<file path="src/rtl/mc_timer_pkg.sv">
// Constants shared by the machine-cycle timer/counter and its phase sequencer.
package mc_timer_pkg;
  // Register addresses on the special-function bus.
  localparam logic [7:0] CTRL01_ADDR = 8'h88;
  localparam logic [7:0] MODE_CFG_ADDR = 8'h89;
  localparam logic [7:0] CTRL2_ADDR = 8'hc8;
  localparam logic [7:0] PLL_ADDR = 8'hd7;
  localparam logic [7:0] TL_ADDR [3] = '{8'h8a, 8'h8b, 8'hcc};
  localparam logic [7:0] TH_ADDR [3] = '{8'h8c, 8'h8d, 8'hcd};
  // Reset values.
  localparam logic [7:0] MODE_CFG_RESET = 8'h00;
  localparam logic [7:0] CTRL01_RESET = 8'h00;
  localparam logic [7:0] CTRL2_RESET = 8'h00;
  localparam logic [2:0] PLL_RESET = 3'h3;
  // Field positions in the mode register, per timer nibble.
  localparam int MODE_LO = 0;
  localparam int MODE_HI = 1;
  localparam int CT_BIT = 2;
  localparam int GATE_BIT = 3;
  localparam int UNIT1_NIBBLE = 4;
  // Field positions in the control registers.
  localparam int OVF1_BIT = 7;
  localparam int RUN1_BIT = 6;
  localparam int OVF0_BIT = 5;
  localparam int RUN0_BIT = 4;
  localparam int OVF2_BIT = 7;
  localparam int RUN2_BIT = 2;
  localparam int CT2_BIT = 1;
  // Timer modes.
  localparam logic [1:0] MODE_13BIT = 2'b00;
  localparam logic [1:0] MODE_16BIT = 2'b01;
  localparam logic [1:0] MODE_RELOAD = 2'b10;
  localparam logic [1:0] MODE_SPLIT = 2'b11;
  // Machine cycle phases: S1P1 is phase 0, S6P2 is phase 11.
  localparam int PHASES_PER_CYCLE = 12;
  localparam logic [3:0] PHASE_UPDATE = 4'h4;
  localparam logic [3:0] PHASE_SAMPLE = 4'h9;
  localparam int DIV_CNT_W = 7;
endpackage : mc_timer_pkg

</file>
<file path="src/rtl/mc_phase_seq.sv">
// Core clock divider and machine-cycle phase sequencer.
`timescale 1ns/1ps
module mc_phase_seq
  import mc_timer_pkg::*;
(
  input wire logic i_clk, // System clock.
  input wire logic i_reset_n, // Asynchronous reset, active low.
  input wire logic [2:0] i_div_sel, // Core clock divider select.
  output logic o_core_en, // One-cycle core clock enable.
  output logic o_sample_stb, // Input sampling point strobe.
  output logic o_update_stb // Count update point strobe.
);
  logic [DIV_CNT_W-1:0] div_ff;
  logic [DIV_CNT_W-1:0] div_limit;
  logic [3:0] phase_ff;

  assign div_limit = DIV_CNT_W'((1 << i_div_sel) - 1);
  assign o_core_en = (div_ff >= div_limit);

  always_ff @(posedge i_clk or negedge i_reset_n) begin
    if (!i_reset_n) begin
      div_ff <= '0;
    end else if (o_core_en) begin
      div_ff <= '0;
    end else begin
      div_ff <= div_ff + DIV_CNT_W'(1);
    end
  end

  always_ff @(posedge i_clk or negedge i_reset_n) begin
    if (!i_reset_n) begin
      phase_ff <= '0;
    end else if (o_core_en) begin
      phase_ff <= (phase_ff == 4'(PHASES_PER_CYCLE - 1)) ? 4'h0 : phase_ff + 4'h1;
    end
  end

  assign o_sample_stb = o_core_en && (phase_ff == PHASE_SAMPLE);
  assign o_update_stb = o_core_en && (phase_ff == PHASE_UPDATE);
endmodule : mc_phase_seq

</file>
<file path="src/rtl/mc_timer.sv">
// Three 16-bit machine-cycle timer/counters with their special-function registers.
`timescale 1ns/1ps
module mc_timer
  import mc_timer_pkg::*;
(
  input wire logic i_clk, // System clock, 40 MHz.
  input wire logic i_reset_n, // Asynchronous reset, active low.
  input wire logic [7:0] i_sfr_addr, // Register address.
  input wire logic i_sfr_wr, // Register write strobe.
  input wire logic i_sfr_rd, // Register read strobe.
  input wire logic [7:0] i_sfr_wdata, // Register write data.
  output logic [7:0] o_sfr_rdata, // Registered read data.
  input wire logic [2:0] i_ext_count_input, // Count input pins, unit 0 to 2.
  input wire logic [1:0] i_ext_interrupt_pin, // Interrupt pins 0 and 1, gate inputs.
  input wire logic [2:0] i_vector_ack, // Pulse when the core vectors to a timer handler.
  output logic [2:0] o_overflow_flag // Overflow flags, unit 0 to 2.
);
  logic [7:0] timer01_mode_config_ff;
  logic [7:0] timer01_control_ff;
  logic [7:0] timer2_control_ff;
  logic [7:0] nxt_timer01_control;
  logic [7:0] nxt_timer2_control;
  logic [2:0] core_clock_divider_select_ff;
  logic [2:0][7:0] count_low_byte_ff;
  logic [2:0][7:0] count_high_byte_ff;
  logic [2:0][7:0] nxt_low;
  logic [2:0][7:0] nxt_high;
  logic [2:0] pin_meta_ff;
  logic [2:0] pin_sync_ff;
  logic [1:0] int_meta_ff;
  logic [1:0] int_sync_ff;
  logic [2:0] sample_ff;
  logic [2:0] fall_pend_ff;
  logic [2:0] tick;
  logic [2:0] unit_ovf;
  logic [2:0] flag_set;
  logic [2:0] run;
  logic [2:0] ct;
  logic [2:0] gate_ok;
  logic [1:0] mode [3];
  logic split_mode;
  logic split_high_tick;
  logic split_high_ovf;
  logic core_en;
  logic sample_stb;
  logic update_stb;

  function automatic logic wr_hit(input logic [7:0] a);
    return i_sfr_wr && (i_sfr_addr == a);
  endfunction : wr_hit

  // Returns {overflow, high, low} after one count in the given mode.
  function automatic logic [16:0] step(input logic [1:0] m, input logic [7:0] hi, input logic [7:0] lo);
    logic [13:0] p13;
    logic [8:0] p8;
    logic [16:0] r;
    p13 = {1'b0, hi, lo[4:0]} + 14'h0001;
    p8 = {1'b0, lo} + 9'h001;
    r = {1'b0, hi, lo};
    unique case (m)
      MODE_13BIT: r = {p13[13], p13[12:5], lo[7:5], p13[4:0]};
      MODE_16BIT: r = {1'b0, hi, lo} + 17'h00001;
      MODE_RELOAD: r = {p8[8], hi, p8[8] ? hi : p8[7:0]};
      MODE_SPLIT: r = {p8[8], hi, p8[7:0]};
    endcase
    return r;
  endfunction : step

  mc_phase_seq u_seq (
    .i_clk(i_clk),
    .i_reset_n(i_reset_n),
    .i_div_sel(core_clock_divider_select_ff),
    .o_core_en(core_en),
    .o_sample_stb(sample_stb),
    .o_update_stb(update_stb)
  );

  always_ff @(posedge i_clk or negedge i_reset_n) begin
    if (!i_reset_n) begin
      pin_meta_ff <= '0;
      pin_sync_ff <= '0;
      int_meta_ff <= '0;
      int_sync_ff <= '0;
    end else begin
      pin_meta_ff <= i_ext_count_input;
      pin_sync_ff <= pin_meta_ff;
      int_meta_ff <= i_ext_interrupt_pin;
      int_sync_ff <= int_meta_ff;
    end
  end

  // Sample at S5P2, detect high then low.
  always_ff @(posedge i_clk or negedge i_reset_n) begin
    if (!i_reset_n) begin
      sample_ff <= '0;
      fall_pend_ff <= '0;
    end else if (sample_stb) begin
      sample_ff <= pin_sync_ff;
      fall_pend_ff <= sample_ff & ~pin_sync_ff;
    end
  end

  // Unit controls from shared and own registers.
  assign run[0] = timer01_control_ff[RUN0_BIT];
  assign run[1] = timer01_control_ff[RUN1_BIT];
  assign run[2] = timer2_control_ff[RUN2_BIT];
  assign ct[0] = timer01_mode_config_ff[CT_BIT];
  assign ct[1] = timer01_mode_config_ff[UNIT1_NIBBLE + CT_BIT];
  assign ct[2] = timer2_control_ff[CT2_BIT];
  assign gate_ok[0] = !timer01_mode_config_ff[GATE_BIT] || int_sync_ff[0];
  assign gate_ok[1] = !timer01_mode_config_ff[UNIT1_NIBBLE + GATE_BIT] || int_sync_ff[1];
  assign gate_ok[2] = 1'b1;
  assign mode[0] = {timer01_mode_config_ff[MODE_HI], timer01_mode_config_ff[MODE_LO]};
  assign mode[1] = {timer01_mode_config_ff[UNIT1_NIBBLE + MODE_HI], timer01_mode_config_ff[UNIT1_NIBBLE + MODE_LO]};
  assign mode[2] = MODE_16BIT;
  assign split_mode = (mode[0] == MODE_SPLIT);
  // Split high byte counts machine cycles under timer 1 run.
  assign split_high_tick = split_mode && update_stb && run[1];

  always_comb begin
    logic [16:0] r;
    logic [8:0] h;
    r = '0;
    h = '0;
    split_high_ovf = 1'b0;
    for (int i = 0; i < 3; i++) begin
      // Count at S3P1, timer or edge.
      tick[i] = update_stb && run[i] && gate_ok[i] && (!ct[i] || fall_pend_ff[i]);
      if (i == 1 && mode[1] == MODE_SPLIT) begin
        tick[i] = 1'b0;
      end
      r = step(mode[i], count_high_byte_ff[i], count_low_byte_ff[i]);
      unit_ovf[i] = tick[i] && r[16];
      nxt_low[i] = tick[i] ? r[7:0] : count_low_byte_ff[i];
      nxt_high[i] = tick[i] ? r[15:8] : count_high_byte_ff[i];
      if (i == 0 && split_high_tick) begin
        h = {1'b0, count_high_byte_ff[0]} + 9'h001;
        nxt_high[0] = h[7:0];
        split_high_ovf = h[8];
      end
      if (wr_hit(TL_ADDR[i])) begin
        nxt_low[i] = i_sfr_wdata;
      end
      if (wr_hit(TH_ADDR[i])) begin
        nxt_high[i] = i_sfr_wdata;
      end
    end
  end

  // Timer 1 flag taken by the split high byte.
  assign flag_set[0] = unit_ovf[0];
  assign flag_set[1] = split_mode ? split_high_ovf : unit_ovf[1];
  assign flag_set[2] = unit_ovf[2];

  always_ff @(posedge i_clk or negedge i_reset_n) begin
    if (!i_reset_n) begin
      count_low_byte_ff <= '0;
      count_high_byte_ff <= '0;
    end else begin
      count_low_byte_ff <= nxt_low;
      count_high_byte_ff <= nxt_high;
    end
  end

  // Byte-wide mode register, cleared at reset.
  always_ff @(posedge i_clk or negedge i_reset_n) begin
    if (!i_reset_n) begin
      timer01_mode_config_ff <= MODE_CFG_RESET;
    end else if (wr_hit(MODE_CFG_ADDR)) begin
      timer01_mode_config_ff <= i_sfr_wdata;
    end
  end

  always_ff @(posedge i_clk or negedge i_reset_n) begin
    if (!i_reset_n) begin
      core_clock_divider_select_ff <= PLL_RESET;
    end else if (wr_hit(PLL_ADDR)) begin
      core_clock_divider_select_ff <= i_sfr_wdata[2:0];
    end
  end

  // Flags: vector clears, overflow set wins.
  always_comb begin
    nxt_timer01_control = wr_hit(CTRL01_ADDR) ? i_sfr_wdata : timer01_control_ff;
    nxt_timer2_control = wr_hit(CTRL2_ADDR) ? i_sfr_wdata : timer2_control_ff;
    nxt_timer01_control[OVF0_BIT] = flag_set[0] || (nxt_timer01_control[OVF0_BIT] && !i_vector_ack[0]);
    nxt_timer01_control[OVF1_BIT] = flag_set[1] || (nxt_timer01_control[OVF1_BIT] && !i_vector_ack[1]);
    nxt_timer2_control[OVF2_BIT] = flag_set[2] || (nxt_timer2_control[OVF2_BIT] && !i_vector_ack[2]);
  end

  always_ff @(posedge i_clk or negedge i_reset_n) begin
    if (!i_reset_n) begin
      timer01_control_ff <= CTRL01_RESET;
      timer2_control_ff <= CTRL2_RESET;
    end else begin
      timer01_control_ff <= nxt_timer01_control;
      timer2_control_ff <= nxt_timer2_control;
    end
  end

  assign o_overflow_flag = {timer2_control_ff[OVF2_BIT], timer01_control_ff[OVF1_BIT], timer01_control_ff[OVF0_BIT]};

  always_ff @(posedge i_clk or negedge i_reset_n) begin
    if (!i_reset_n) begin
      o_sfr_rdata <= '0;
    end else if (i_sfr_rd) begin
      unique case (i_sfr_addr)
        MODE_CFG_ADDR: o_sfr_rdata <= timer01_mode_config_ff;
        CTRL01_ADDR: o_sfr_rdata <= timer01_control_ff;
        CTRL2_ADDR: o_sfr_rdata <= timer2_control_ff;
        PLL_ADDR: o_sfr_rdata <= {5'h00, core_clock_divider_select_ff};
        TL_ADDR[0]: o_sfr_rdata <= count_low_byte_ff[0];
        TL_ADDR[1]: o_sfr_rdata <= count_low_byte_ff[1];
        TL_ADDR[2]: o_sfr_rdata <= count_low_byte_ff[2];
        TH_ADDR[0]: o_sfr_rdata <= count_high_byte_ff[0];
        TH_ADDR[1]: o_sfr_rdata <= count_high_byte_ff[1];
        TH_ADDR[2]: o_sfr_rdata <= count_high_byte_ff[2];
        default: o_sfr_rdata <= 8'h00;
      endcase
    end
  end

  // Checks. A small counter measures core enables between sampling points.
  logic [3:0] gap_ff;
  logic seen_ff;
  always_ff @(posedge i_clk or negedge i_reset_n) begin
    if (!i_reset_n) begin
      gap_ff <= '0;
      seen_ff <= 1'b0;
    end else if (sample_stb) begin
      gap_ff <= '0;
      seen_ff <= 1'b1;
    end else if (core_en) begin
      gap_ff <= gap_ff + 4'h1;
    end
  end
endmodule : mc_timer

</file>
<file path="config.mk">
export PLATFORM = sky130hd
export DESIGN_NAME = mc_timer
export DESIGN_NICKNAME = d
export VERILOG_FILES = /design/src/rtl/mc_timer_pkg.sv /design/src/rtl/mc_phase_seq.sv /design/src/rtl/mc_timer.sv
export SDC_FILE = /design/constraint.sdc
export NUM_CORES = 1
export LEC_CHECK = 0
export ABC_AREA = 1
export ABC_CLOCK_PERIOD_IN_PS = 2660
export BUFFER_PORTS_ARGS = -buffer_cell sky130_fd_sc_hd__buf_2
export CAP_MARGIN = 20
export CORE_MARGIN = 1.5
export CORE_UTILIZATION = 30
export DETAILED_ROUTE_END_ITERATION = 8
export GPL_TIMING_DRIVEN = 0
export HOLD_SLACK_MARGIN = 0.12
export PLACE_DENSITY = 0.54
export SLEW_MARGIN = 5
export SYNTH_ARGS = -nofsm -noshare
export SYNTH_HDL_FRONTEND = slang
export SYNTH_SLANG_ARGS = --single-unit
</file>
<file path="constraint.sdc">
create_clock -name i_clk -period 2.66 [get_ports i_clk]
set_input_delay 0.266 -clock i_clk [delete_from_list [all_inputs] [get_ports i_clk]]
set_output_delay 0.266 -clock i_clk [all_outputs]
set_load 0.01 [all_outputs]
</file>
=== Yosys cells after proc, flatten, opt, wreduce, memory -nomap -nowiden ===
Index checks and enable logic that the tools add are counted.

* Output and inout bits: 11
* Flip-flop bits (word level): 110
* Input bits: 28

* Eq/ne operators: 25
* Reductions and logical operators: 56
* Shift-type cells: 1
* Magnitude comparators: 1
* Multiplexer cells: 25
* Add/subtract/negate cells: 11
* Bitwise operators: 2

{| class="wikitable"
|+ Operators by type and width
! cell !! count
|-
| 8-bit two-way mux || 17
|-
| 17-bit one-hot mux with 4 select lines || 2
|-
| 8-bit == test (second input constant) || 10
|-
| 8-bit one-hot mux with 10 select lines || 1
|-
| 16-bit by 1-bit adder with 17-bit output (second input constant) || 3
|-
| 13-bit by 1-bit adder with 14-bit output (second input constant) || 2
|-
| 1-bit logical AND || 28
|-
| 8-bit by 1-bit adder with 9-bit output (second input constant) || 3
|-
| 2-bit nonzero test || 5
|-
| 2-bit == test (second input constant) || 4
|-
| 4-bit == test (second input constant) || 2
|-
| 1-bit logical NOT || 8
|-
| 1-bit logical OR || 8
|-
| 7-bit by 1-bit adder with 7-bit output (second input constant) || 1
|-
| 7-bit >= comparator || 1
|-
| 7-bit two-way mux || 1
|-
| 1-bit by 3-bit << shifter with 7-bit output (first input constant) || 1
|-
| 7-bit by 2-bit subtractor with 7-bit output (second input constant) || 1
|-
| 2-bit inequality test (second input constant) || 3
|-
| 3-bit AND reduction || 2
|-
| 4-bit by 1-bit adder with 4-bit output (second input constant) || 1
|-
| 2-bit by 1-bit == test with 1-bit output (second input constant) || 2
|-
| 4-bit by 3-bit == test with 1-bit output (second input constant) || 1
|-
| 2-bit logical NOT || 2
|-
| 9 further kinds || 12
|}

=== Logic depth before layout (Yosys ltp) ===
Gate-level depths: netlist of run 1.

* Word-level depth: 11
* Gate-level depth with buffers: 15
* Depth with buffers taken out: 15

=== Hierarchy ===
From an unflattened synthesis of run 1, not the netlist that was laid out.

* Cells, all modules: 1149
* Area total of the unflattened synthesis: 7852.5 um^2

{| class="wikitable"
|+ By module, submodules not included
! module !! times used !! cells an instance !! area each (um^2) !! sequential area each (um^2)
|-
| mc_timer || 1 || 1041 || 7008.0 || 2479.9
|-
| mc_phase_seq || 1 || 108 || 844.6 || 275.3
|}

=== Worst setup path after synthesis of run 1 ===
No wires, ideal clock.

* Kind: register -> register
* Start: reg core_clock_divider_select_ff[1]
* End: reg count_high_byte_ff[10] in the netlist's numbering
* Arrival time: 2.038 ns
* Period minus slack after synthesis: 2.161 ns
* Cell stages (with the launch flop): 14
* Library setup time: 0.123 ns
* Required time: 2.537 ns
* Path slack: 0.499 ns
* Path through: dfstp_2 nand3_1 ha_1 nand2_1 nor2_2 nand2_1 nand3_2 nand2_2 nor2_4 nand2_2 o21ai_4 inv_2 nand2_1 nand2_1

* Cells in the longest elaborated chain, start to end: 10

{| class="wikitable"
|+ Ends and longest elaborated chain
! item !! line !! RTL
|-
| start: declaration || mc_timer.sv:23 || <nowiki>logic [2:0] core_clock_divider_select_ff;</nowiki>
|-
| start signal: assignment || mc_timer.sv:178 || <nowiki>core_clock_divider_select_ff <= i_sfr_wdata[2:0];</nowiki>
|-
| 1-bit by 3-bit << shifter with 7-bit output || mc_phase_seq.sv:17 || <nowiki>assign div_limit = DIV_CNT_W'((1 << i_div_sel) - 1);</nowiki>
|-
| 7-bit by 2-bit subtractor with 7-bit output || mc_phase_seq.sv:17 ||
|-
| 7-bit >= comparator || mc_phase_seq.sv:18 || <nowiki>assign o_core_en = (div_ff >= div_limit);</nowiki>
|-
| 1-bit logical AND || mc_phase_seq.sv:39 || <nowiki>assign o_update_stb = o_core_en && (phase_ff == PHASE_UPDATE);</nowiki>
|-
| 1-bit logical AND (3 in series) || mc_timer.sv:128 || <nowiki>tick[i] = update_stb && run[i] && gate_ok[i] && (!ct[i] || fall_pend_ff[i]);</nowiki>
|-
| 1-bit two-way mux || mc_timer.sv:129 || <nowiki>if (i == 1 && mode[1] == MODE_SPLIT) begin</nowiki>
|-
| 2-bit nonzero test (no line) || -- ||
|-
| 3-bit AND reduction (no line) || -- ||
|-
| end signal: assignment || mc_timer.sv:161 || <nowiki>count_high_byte_ff <= nxt_high;</nowiki>
|-
| end: declaration || mc_timer.sv:25 || <nowiki>logic [2:0][7:0] count_high_byte_ff;</nowiki>
|}

No other way between the ends.
A chain may end at the register's enable or synchronous reset.

=== Final worst setup path of run 1 ===
* Start: reg core_clock_divider_select_ff[1]
* End: reg count_low_byte_ff[13] in the netlist's numbering

* Cells in the longest elaborated chain, start to end: 10

{| class="wikitable"
|+ Ends and longest elaborated chain
! item !! line !! RTL
|-
| 1-bit by 3-bit << shifter with 7-bit output || mc_phase_seq.sv:17 ||
|-
| 7-bit by 2-bit subtractor with 7-bit output || mc_phase_seq.sv:17 ||
|-
| 7-bit >= comparator || mc_phase_seq.sv:18 ||
|-
| 1-bit logical AND || mc_phase_seq.sv:39 ||
|-
| 1-bit logical AND (3 in series) || mc_timer.sv:128 ||
|-
| 1-bit two-way mux || mc_timer.sv:129 ||
|-
| 2-bit nonzero test (no line) || -- ||
|-
| 2-bit AND reduction (no line) || -- ||
|-
| end signal: assignment || mc_timer.sv:160 || <nowiki>count_low_byte_ff <= nxt_low;</nowiki>
|-
| end: declaration || mc_timer.sv:24 || <nowiki>logic [2:0][7:0] count_low_byte_ff;</nowiki>
|}

No other way between the ends.

==> impl_metrics.yaml, run 1 <==
status:
  status: "finished, final reports clean"
synth:
  synth_top_area_cell: "dfrtp_1"
  synth_area_leaders: "dfrtp_1 36%, nand2_1 15%, inv_1 7.0%"
  ys_seq_area_share_pct: 36.93
  syn_nets: 1128
  yosys_warnings: 0
  synth_fa_ha_area_share_pct: 2.516
  syn_area_per_cell_um2: 6.876
  synth_ff_type: "dfrtp_1"
  synth_top_area_share_pct: 36.22
  synth_edf_count: 0
  synth_cell_types: 44
  synth_xor_area_share_pct: 2.700
  yosys.cell_count.top_type: "nand2_1"
  synth_cells: 1085
  synth_top_family_by_area: "simple AND/OR/NAND/NOR gates"
  ys_top_cells_by_count: "305 x nand2_1, 139 x inv_1, 112 x nor2_1"
  synthMuxAreaShare_pct: 0
  syn_area_mm2: 0.007461
  synthArstFlopShare_pct: 100.0
  synth_compound_area_share_pct: 14.51
  synth-simple-area-share_pct: 34.35
  ys_seq_elements: 110
timing:
  slew_viol_final: 0
  fin_tns_setup_ns: 0
  fin_crit_ns: 2.462
  finalSetupViolCount: 0
  relSlewSlack_pct: 52.62
  finalHoldViolations: 0
  max_freq_mhz: 406.2
  fin_skew_ns: 0.01440
  worst_pin_slew_ns: 0.7081
  period_share_pct: 92.54
  timing.hold.ws_ns: 0.1993
setup_path:
  cp_num_buf_inv: 0
  critical_path_depth: 13
  arrival_ns: 2.73
  slowest_stage: "dfstp_2"
  rr_endpoint: "count_low_byte_ff[13]"
  path_cells: "nand3_1, ha_1, nand2_1, nor2_2, nand2_1, nand3_4, nand2_2, nor2_4, nand2_2, nor2_2, nand2_1, nand3_1, nand2_1"
  worstPathMaxFanout: 6
  worstSetupPathType: "reg2reg"
  ff2ff_path_depth: 13
  crit_end: "count_low_byte_ff[13]"
  crit_start: "core_clock_divider_select_ff[1]"
  cpMostUsedCell: "nand2_1"
  rrSetupSlack_ns: 0.20
  rr_startpoint: "core_clock_divider_select_ff[1]"
  critical_path.max_stage_delay_ns: 0.58
  start_kind: "register"
  end_kind: "register"
  cp_top_family: "simple AND/OR/NAND/NOR gates"
  crit_required_ns: 2.92
routing:
  drtIter0Drc: 609
  drtPass1Iterations: 8
  vias: 7312
  drcViolationCount: 0
  wirelength_um: 24150
  avgRoutedWirePerCell_um: 16.37
  ant_nets: 0
  vias_per_cell: 4.957
power_and_ir_drop:
  peakVddDrop_v: 0.0003303
  pwr-share-seq_pct: 42.5
  clkPwrFrac_pct: 27.4
  cellLeakagePower_nw: 4.056
  p_per_area_mw_per_mm2: 642.8
  power.internal_mw: 3.329
  p_sw_share_pct: 39.35
  p_comb_share_pct: 30.1
  power_switching_mw: 2.160
clock_tree:
  cts_max_level: 3
  clk_pin_slew_ns: 0.09
  cts-root-buf: "clkbuf_16"
  cts.sinks: 110
  clkLatencyLatePin_ns: 0.37
  cts_tree: "yes"
  cts_buffers: 9
  clockBufferDepth: 2
finish:
  drive_above_1_share_pct: 11.21
  final_core_util_pct: 35.01
  syn2layout_area_growth_pct: 14.46
  multi_input_area_mm2: 0.004051
  antenna_cells: 0
  finalInstanceArea_mm2: 0.008539
  seq_area_mm2: 0.002755
  fin_nets: 1189
  fillers: 2657
floorplan:
  core_area_mm2: 0.02439
  start_util_pct: 30.59
  dieArea_mm2: 0.02582
  die_w_um: 160.7
  pin_count: 39
  die_y_um: 160.7
  rows: 57
placed_design:
  place_area_mm2: 0.008085
  hpwl_um: 18480
  io_buffers: 37
  place_congestion: 0.9271
global_routing:
  grt_max_degree: 91
  grt_pass1_wl_um: 38190
  antenna_found_initial: 0
  grt_use_total_pct: 19.16
  grt.overflow.total: 0
  grt_pass1_vias: 6823
min_path:
  hold_path_class: "in2reg"
flow_run:
  max_cap_viol_count: 0
## worst min path at each step
stage | startpoint | to | cells after the start
floorplan | i_reset_n | core_clock_divider_select_ff[2] | 0
global placement | pin_meta_ff[2] | pin_sync_ff[2] | 0
detailed placement | i_reset_n | pin_meta_ff[1] | 1
CTS | i_vector_ack[0] | timer01_control_ff[5] | 3
global route | i_vector_ack[0] | timer01_control_ff[5] | 3
finish | i_vector_ack[0] | timer01_control_ff[5] | 3
## placed cells by master, fill, tap and decap left out, types with 4 or more instances in the layout
cell / count
clkbuf_16: 9
nand2_2: 8
dlygate4sd3_1: 7
buf_6: 4
inv_2: 6
inv_1: 139
nand4_1: 21
o211ai_1: 23
xor2_1: 22
or2_2: 5
nor2_4: 7
inv_4: 4
nand2_1: 305
buf_4: 7
o22ai_1: 25
nor3_1: 11
nor2_2: 14
o21ai_1: 13
o21ai_0: 76
a21oi_1: 35
ha_1: 15
nand3_1: 92
clkbuf_1: 4
dfrtp_1: 108
buf_2: 44
nor2_1: 110
## per-layer routing
layer / routed length, um / vias to the layer above / part of all wire [%] / track usage (%)
met1: 11510 / 3419 / 48 / 26.81
met5: 0 / - / 0 / 0
met2: 10830 / 201 / 45 / 30.68
met4: 587 / 0 / 2.4 / 6.734
met3: 1215 / 36 / 5.0 / 2.066
li1: - / 3656 / - / -
## kinds of logic after synthesis
family | count (synthesis)
AO/OA/AOI/OAI | 186
XOR/XNOR | 23
adder cells (fa/ha/maj) | 15
buffers and inverters | 167
flip-flops | 110
AND/OR/NAND/NOR | 584
## power by group through the flow
stage               combinational (mW)  clock (mW)  sequential [mW]
floorplan                         1.18           0             2.25
global placement                  1.60           0             2.35
detailed placement                1.63           0             2.35
CTS                               1.64        1.54             2.32
global route                      1.88        1.59             2.38
finish                            1.65        1.50             2.33
## cell type report
type                       instances  share of cell area [%]
buffer                            18                   1.231
clock buffer                       9                   2.637
clock inverter                     7                   1.143
inverter                         149                   6.667
multi-input combinational        808                   47.44
sequential                       110                   32.26
tap                              324                   4.747
timing repair buffer              50                   3.868
## worst reg2reg max path, stage by stage (launching register included)
cell and delay, ns:
dfstp_2 0.58, nand3_1 0.08, ha_1 0.29, nand2_1 0.08
nor2_2 0.15, nand2_1 0.12, nand3_4 0.15, nand2_2 0.11
nor2_4 0.15, nand2_2 0.11, nor2_2 0.24, nand2_1 0.15
nand3_1 0.09, nand2_1 0.06
## state kept, by name (all words and copies together), names as in the netlist
| signal | cells |
|---|---|
| timer01_mode_config_ff | 8 |
| timer01_control_ff | 8 |
| pin_sync_ff | 3 |
| pin_meta_ff | 3 |
| int_sync_ff | 2 |
| u_seq.div_ff | 7 |
| fall_pend_ff | 3 |
| count_low_byte_ff | 24 |
| sample_ff | 3 |
| u_seq.phase_ff | 4 |
| timer2_control_ff | 8 |
| int_meta_ff | 2 |
| count_high_byte_ff | 24 |
| core_clock_divider_select_ff | 3 |
| o_sfr_rdata | 8 |
## per-stage QoR
stage,power [mW],cells,setup WS (ns)
6_report,5.489,1475,0.1985
5_1_grt,5.853,1475,-0.009381
4_1_cts,5.498,1472,0.006957
3_5_place_dp,3.977,1447,-0.04410
3_3_place_gp,3.953,1446,-0.1776
2_1_floorplan,3.428,1085,0.4994
## what timing repair did
action / in CTS / in global routing
setup endpoints to repair: 8 / 38
hold endpoints to repair: 26 / 0
pin swaps: 1 / 2
cloned: 0 / 0
gates resized for setup: 0 / 6
setup buffers: 2 / 3
hold buffers: 7 / 0
(Power assumes the default switching activity.)
==> run 2, diff against run 1 <==
ABC_AREA = not set   (was 1)
TNS_END_PERCENT = 5   (was not set)
==> impl_metrics.yaml, run 2 <==
setup_path:
  cpMostUsedCell: "buf_6"
  critical_path.max_stage_delay_ns: 0.62
  rrSetupSlack_ns: -0.01
  end_kind: "register"
  arrival_ns: 2.96
  crit_required_ns: 2.94
  worstSetupPathType: "reg2reg"
  slowest_stage: "dfstp_2"
  path_cells: "buf_6, a21oi_2, ha_1, nand2_1, o21ai_2, a41oi_4, buf_6, buf_6, or3_4, or3_1, a31oi_1"
  worstPathMaxFanout: 6
  start_kind: "register"
routing:
  drt-met1-wl_um: 10100
  top_layer: "met5"
  vias: 6168
  drtPass1Iterations: 6
  avgRoutedWirePerCell_um: 20.20
  vias_per_cell: 5.623
  drtIter0Drc: 542
  dr_wl_met2_um: 9992
  drcViolationCount: 0
  wirelength_um: 22160
  ant_nets: 0
  dr_wl_met3_um: 1480
floorplan:
  die_y_um: 154.4
  die_w_um: 154.4
  core_area_mm2: 0.02257
  pin_count: 39
  start_util_pct: 30.48
  dieArea_mm2: 0.02385
  rows: 55
timing:
  setup_ws_ns: -0.01165
  slew_viol_final: 0
  rsz0062_at_grt: "true"
  fin_skew_ns: 0.01045
  worst_pin_slew_ns: 1.079
  relSlewSlack_pct: 27.89
  max_freq_mhz: 374.3
  fin_crit_ns: 2.672
  finalHoldViolations: 0
  period_share_pct: 100.4
  finalSetupViolCount: 5
synth:
  syn_area_per_cell_um2: 9.211
  synthArstFlopShare_pct: 100.0
  synth_cell_types: 79
  syn_area_mm2: 0.006880
  synth_cells: 747
  synth_edf_count: 0
  synth_area_leaders: "dfrtp_1 39%, mux2_2 5.2%, nand2_1 4.9%"
  synth_top_area_cell: "dfrtp_1"
  synth_top_area_share_pct: 39.28
  ys_seq_elements: 110
  ys_top_cells_by_count: "108 x dfrtp_1, 89 x nand2_1, 50 x nor2_1"
  yosys.cell_count.top_type: "dfrtp_1"
  syn_nets: 790
  yosys_warnings: 0
  synth_ff_type: "dfrtp_1"
  ys_seq_area_share_pct: 40.04
clock_tree:
  clkLatencyLatePin_ns: 0.36
  clockBufferDepth: 2
  clk_pin_slew_ns: 0.08
  cts-root-buf: "clkbuf_16"
  cts_max_level: 3
  cts_buffers: 9
  cts.sinks: 110
  cts_tree: "yes"
global_routing:
  grt.overflow.total: 0
  grt_max_degree: 62
  grt_pass1_vias: 5748
  grt_pass1_wl_um: 34490
  grt_use_total_pct: 18.88
  antenna_found_initial: 1
power_and_ir_drop:
  pwr-share-seq_pct: 38.6
  power_switching_mw: 2.386
  p_per_area_mw_per_mm2: 757.7
  clkPwrFrac_pct: 21.8
  cellLeakagePower_nw: 3.323
  p_comb_share_pct: 39.6
  p_total_mw: 6.151
  p_sw_share_pct: 38.80
  peakVddDrop_v: 0.0003394
  power.internal_mw: 3.765
min_path:
  hold_path_class: "in2reg"
placed_design:
  place_congestion: 0.9072
  hpwl_um: 15680
  pre_cts_ws_ns: -0.4942
  place_area_mm2: 0.007411
  io_buffers: 28
finish:
  antenna_cells: 0
  finalInstanceArea_mm2: 0.008118
  syn2layout_area_growth_pct: 17.99
  drive_above_1_share_pct: 18.72
  fin_nets: 851
  final_common_cell: "dfrtp_1"
  top_regs: "count_high_byte_ff x24, count_low_byte_ff x24"
  layout_common_cells: "107 x dfrtp_1, 89 x nand2_1, 49 x nor2_1"
flow_run:
  max_cap_viol_count: 0
status:
  status: "complete, but fails checks"
  failed_checks: "negative setup slack"
==> run 2: cell families after synthesis <==
family,count (synthesis),synth area share (%)
AND/OR/NAND/NOR,269,20.79
AO/OA/AOI/OAI,184,17.69
flip-flops,110,40.04
buffers and inverters,72,4.510
multiplexers,59,9.402
XOR/XNOR,38,4.837
adder cells (fa/ha/maj),15,2.728
==> run 2: path summary, 6_finish.rpt <==
path / from / endpoint / depth (start not counted)
max: core_clock_divider_select_ff[1] / count_high_byte_ff[7] / 11
min: i_vector_ack[0] / timer01_control_ff[5] / 2
max reg2reg: core_clock_divider_select_ff[1] / count_high_byte_ff[7] / 11
min reg2reg: pin_meta_ff[1] / pin_sync_ff[1] / 0
max in group asynchronous: i_reset_n / core_clock_divider_select_ff[0] / 3
min in group asynchronous: i_reset_n / count_high_byte_ff[19] / 2
==> run 2: metal layers <==
layer	global-route usage, %	vias up
met3	3.474	43
li1	-	2876
met1	27.18	3007
met2	28.57	240
met4	5.952	2
met5	0	-
==> run 2: what timing repair did <==
item,4_1_cts,5_1_grt
resized for setup,20,34
setup buffers,8,5
gates cloned,1,1
endpoints found under the hold margin,55,0
setup endpoints to repair,60,58
hold buffers,7,0
pin swaps,3,19
==> run 2: power groups by stage <==
stage	sequential [mW]	combinational [mW]	clock [mW]
floorplan	2.23	1.52	0
global placement	2.39	1.99	0
detailed placement	2.40	2.01	0
CTS	2.36	2.25	1.38
global route	2.41	2.67	1.45
finish	2.37	2.43	1.34
==> run 2: final cells by class <==
type	instances	area [um^2]
Sequential cell	110	2756
Tap cell	285	356.6
Inverter	23	86.33
Clock buffer	12	266.5
Timing Repair Buffer	51	422.9
Multi-Input combinational cell	565	3940
Buffer	48	270.3
Clock inverter	3	18.77
Fill cell	2331	14450
==> run 2: through the flow <==
step                utilization (%)  std cells  setup TNS, ns  hold WS, ns
floorplan                         -        747              0     -0.02959
global placement              32.68       1060         -28.46       0.3322
detailed placement            32.83       1061         -13.72       0.2641
CTS                           35.14       1091     -0.0005558       0.1536
global route                  35.96       1097         -2.183       0.1576
finish                        35.96       1097       -0.02536       0.1749
==> run 2: critical path: cells and delay by family, from the launching register on <==
kind | cells | cell delay [ns]
buffers and inverters | 3 | 0.40
AND/OR/NAND/NOR | 3 | 0.73
adder cells (fa/ha/maj) | 1 | 0.29
flip-flops | 1 | 0.62
AO/OA/AOI/OAI | 4 | 0.54
==> run 3, diff against run 2 <==
==> constraint.sdc (replaced) <==
create_clock -name i_clk -period 2.66 [get_ports i_clk]
set_input_delay 0.399 -clock i_clk [delete_from_list [all_inputs] [get_ports i_clk]]
set_output_delay 0.399 -clock i_clk [all_outputs]
set_load 0.01 [all_outputs]
==> impl_metrics.yaml, run 3 (synthesis gave the netlist of run 2 again) <==
status:
  status: "complete, but fails checks"
  failed_checks: "negative setup slack"
clock_tree:
  cts.sinks: 110
  cts_tree: "yes"
  clockBufferDepth: 2
  clk_pin_slew_ns: 0.07
  clkLatencyLatePin_ns: 0.36
  cts_max_level: 3
  cts_buffers: 9
  cts-root-buf: "clkbuf_16"
setup_path:
  worstSetupPathType: "reg2reg"
  start_kind: "register"
  arrival_ns: 2.96
  worstPathMaxFanout: 6
  crit_required_ns: 2.94
  end_kind: "register"
timing:
  fin_skew_ns: 0.009503
  max_freq_mhz: 374.2
  setup_ws_ns: -0.01205
  rsz0062_at_grt: "true"
  worst_pin_slew_ns: 1.095
  fin_crit_ns: 2.672
  slew_viol_final: 0
  finalSetupViolCount: 5
  finalHoldViolations: 0
  period_share_pct: 100.5
  timing.hold.ws_ns: 0.1442
  relSlewSlack_pct: 26.81
  fin_tns_setup_ns: -0.04436
floorplan:
  pin_count: 39
  start_util_pct: 30.48
  dieArea_mm2: 0.02385
  die_w_um: 154.4
  die_y_um: 154.4
  core_area_mm2: 0.02257
  rows: 55
global_routing:
  grt_pass1_vias: 5710
  busiest_layer: "met2"
  grt_use_total_pct: 18.84
  grtUsageMet3_pct: 3.474
  grt_pass1_wl_um: 34400
  grt.overflow.total: 0
  use_met1_pct: 27.18
  antenna_found_initial: 1
  grt_max_degree: 62
  grtUsageMet2_pct: 28.42
flow_run:
  max_cap_viol_count: 0
routing:
  ant_nets: 0
  avgRoutedWirePerCell_um: 20.31
  drtPass1Iterations: 6
  vias: 6133
  drcViolationCount: 0
  wirelength_um: 22160
  vias_per_cell: 5.621
  drtIter0Drc: 547
placed_design:
  hpwl_um: 15680
  place_congestion: 0.9072
  io_buffers: 28
power_and_ir_drop:
  p_per_area_mw_per_mm2: 762.4
  peakVddDrop_v: 0.0003389
  cellLeakagePower_nw: 3.298
finish:
  antenna_cells: 0
  drive_above_1_share_pct: 18.86
  top_regs: "count_high_byte_ff x24, count_low_byte_ff x24"
  syn2layout_area_growth_pct: 17.11
  final_common_cell: "dfrtp_1"
  fin_nets: 845
  layout_common_cells: "107 x dfrtp_1, 89 x nand2_1, 49 x nor2_1"
min_path:
  hold_path_class: "in2reg"
==> run 3: cell count changes in the layout (fill, tap and decap cells not counted) <==
cell,change
dlygate4sd3_1,-6
==> run 3: critical path, cell delays in order (launching register included) <==
cell	delay [ns]
dfstp_2	0.62
buf_6	0.12
a21oi_2	0.04
ha_1	0.29
nand2_1	0.07
o21ai_2	0.18
a41oi_4	0.16
buf_6	0.17
buf_6	0.11
or3_4	0.32
or3_1	0.34
a31oi_1	0.16
==> run 3: path summary, 6_finish.rpt <==
path                                                   end                             from  cells past startpoint  slack [ns]
hold reg to reg                             pin_sync_ff[1]                   pin_meta_ff[1]                      0        0.35
setup / recovery                     count_high_byte_ff[7]  core_clock_divider_select_ff[1]                     11       -0.01
min in group asynchronous           count_high_byte_ff[19]                        i_reset_n                      2        0.56
hold / removal                              pin_meta_ff[0]             i_ext_count_input[0]                      1        0.14
setup reg to reg                     count_high_byte_ff[7]  core_clock_divider_select_ff[1]                     11       -0.01
max in group asynchronous  core_clock_divider_select_ff[0]                        i_reset_n                      3        1.39
==> run 3: per-stage QoR <==
stage | cell area [um^2] | std cells | power (mW) | setup WS, ns | util [%]
after global placement | 7377 | 1060 | 4.377 | -0.4613 | 32.68
after CTS | 7873 | 1085 | 5.985 | -0.0005558 | 34.88
after detailed placement | 7411 | 1061 | 4.408 | -0.4942 | 32.83
after global routing | 8058 | 1091 | 6.527 | -0.1305 | 35.70
after floorplan | 6880 | 747 | 3.747 | 0.1409 | -
final | 8058 | 1091 | 6.143 | -0.01205 | 35.70
==> run 3: final cells by class <==
class                      instances  area (um^2)
multi-input combinational        565         3940
fill                            2334        14510
clock inverter                     3        18.77
inverter                          23        86.33
timing repair buffer              45        362.8
clock buffer                      12        266.5
sequential                       110         2756
buffer                            48        270.3
tap                              285        356.6
==> run 3: power by group <==
group / total [mW] / internal (mW) / leakage, nW / switching [mW]
logic: 2.43 / 1.09 / 1.86 / 1.34
registers: 2.38 / 1.96 / 1.29 / 0.413
clock network: 1.34 / 0.707 / 0.144 / 0.634
==> run 3: what timing repair did <==
action	in CTS	in global routing
resized for setup	20	34
endpoints found under the setup margin	60	58
hold buffers	1	0
buffers inserted	8	5
pin swaps	3	19
gates cloned	1	1
endpoints found under the hold margin	49	0
==> run 3: per-layer routing <==
metal / routed length (um) / share of wire, %
met1: 10100 / 46
met4: 524 / 2.4
met2: 10000 / 45
met5: 17 / 0.077
met3: 1518 / 6.9
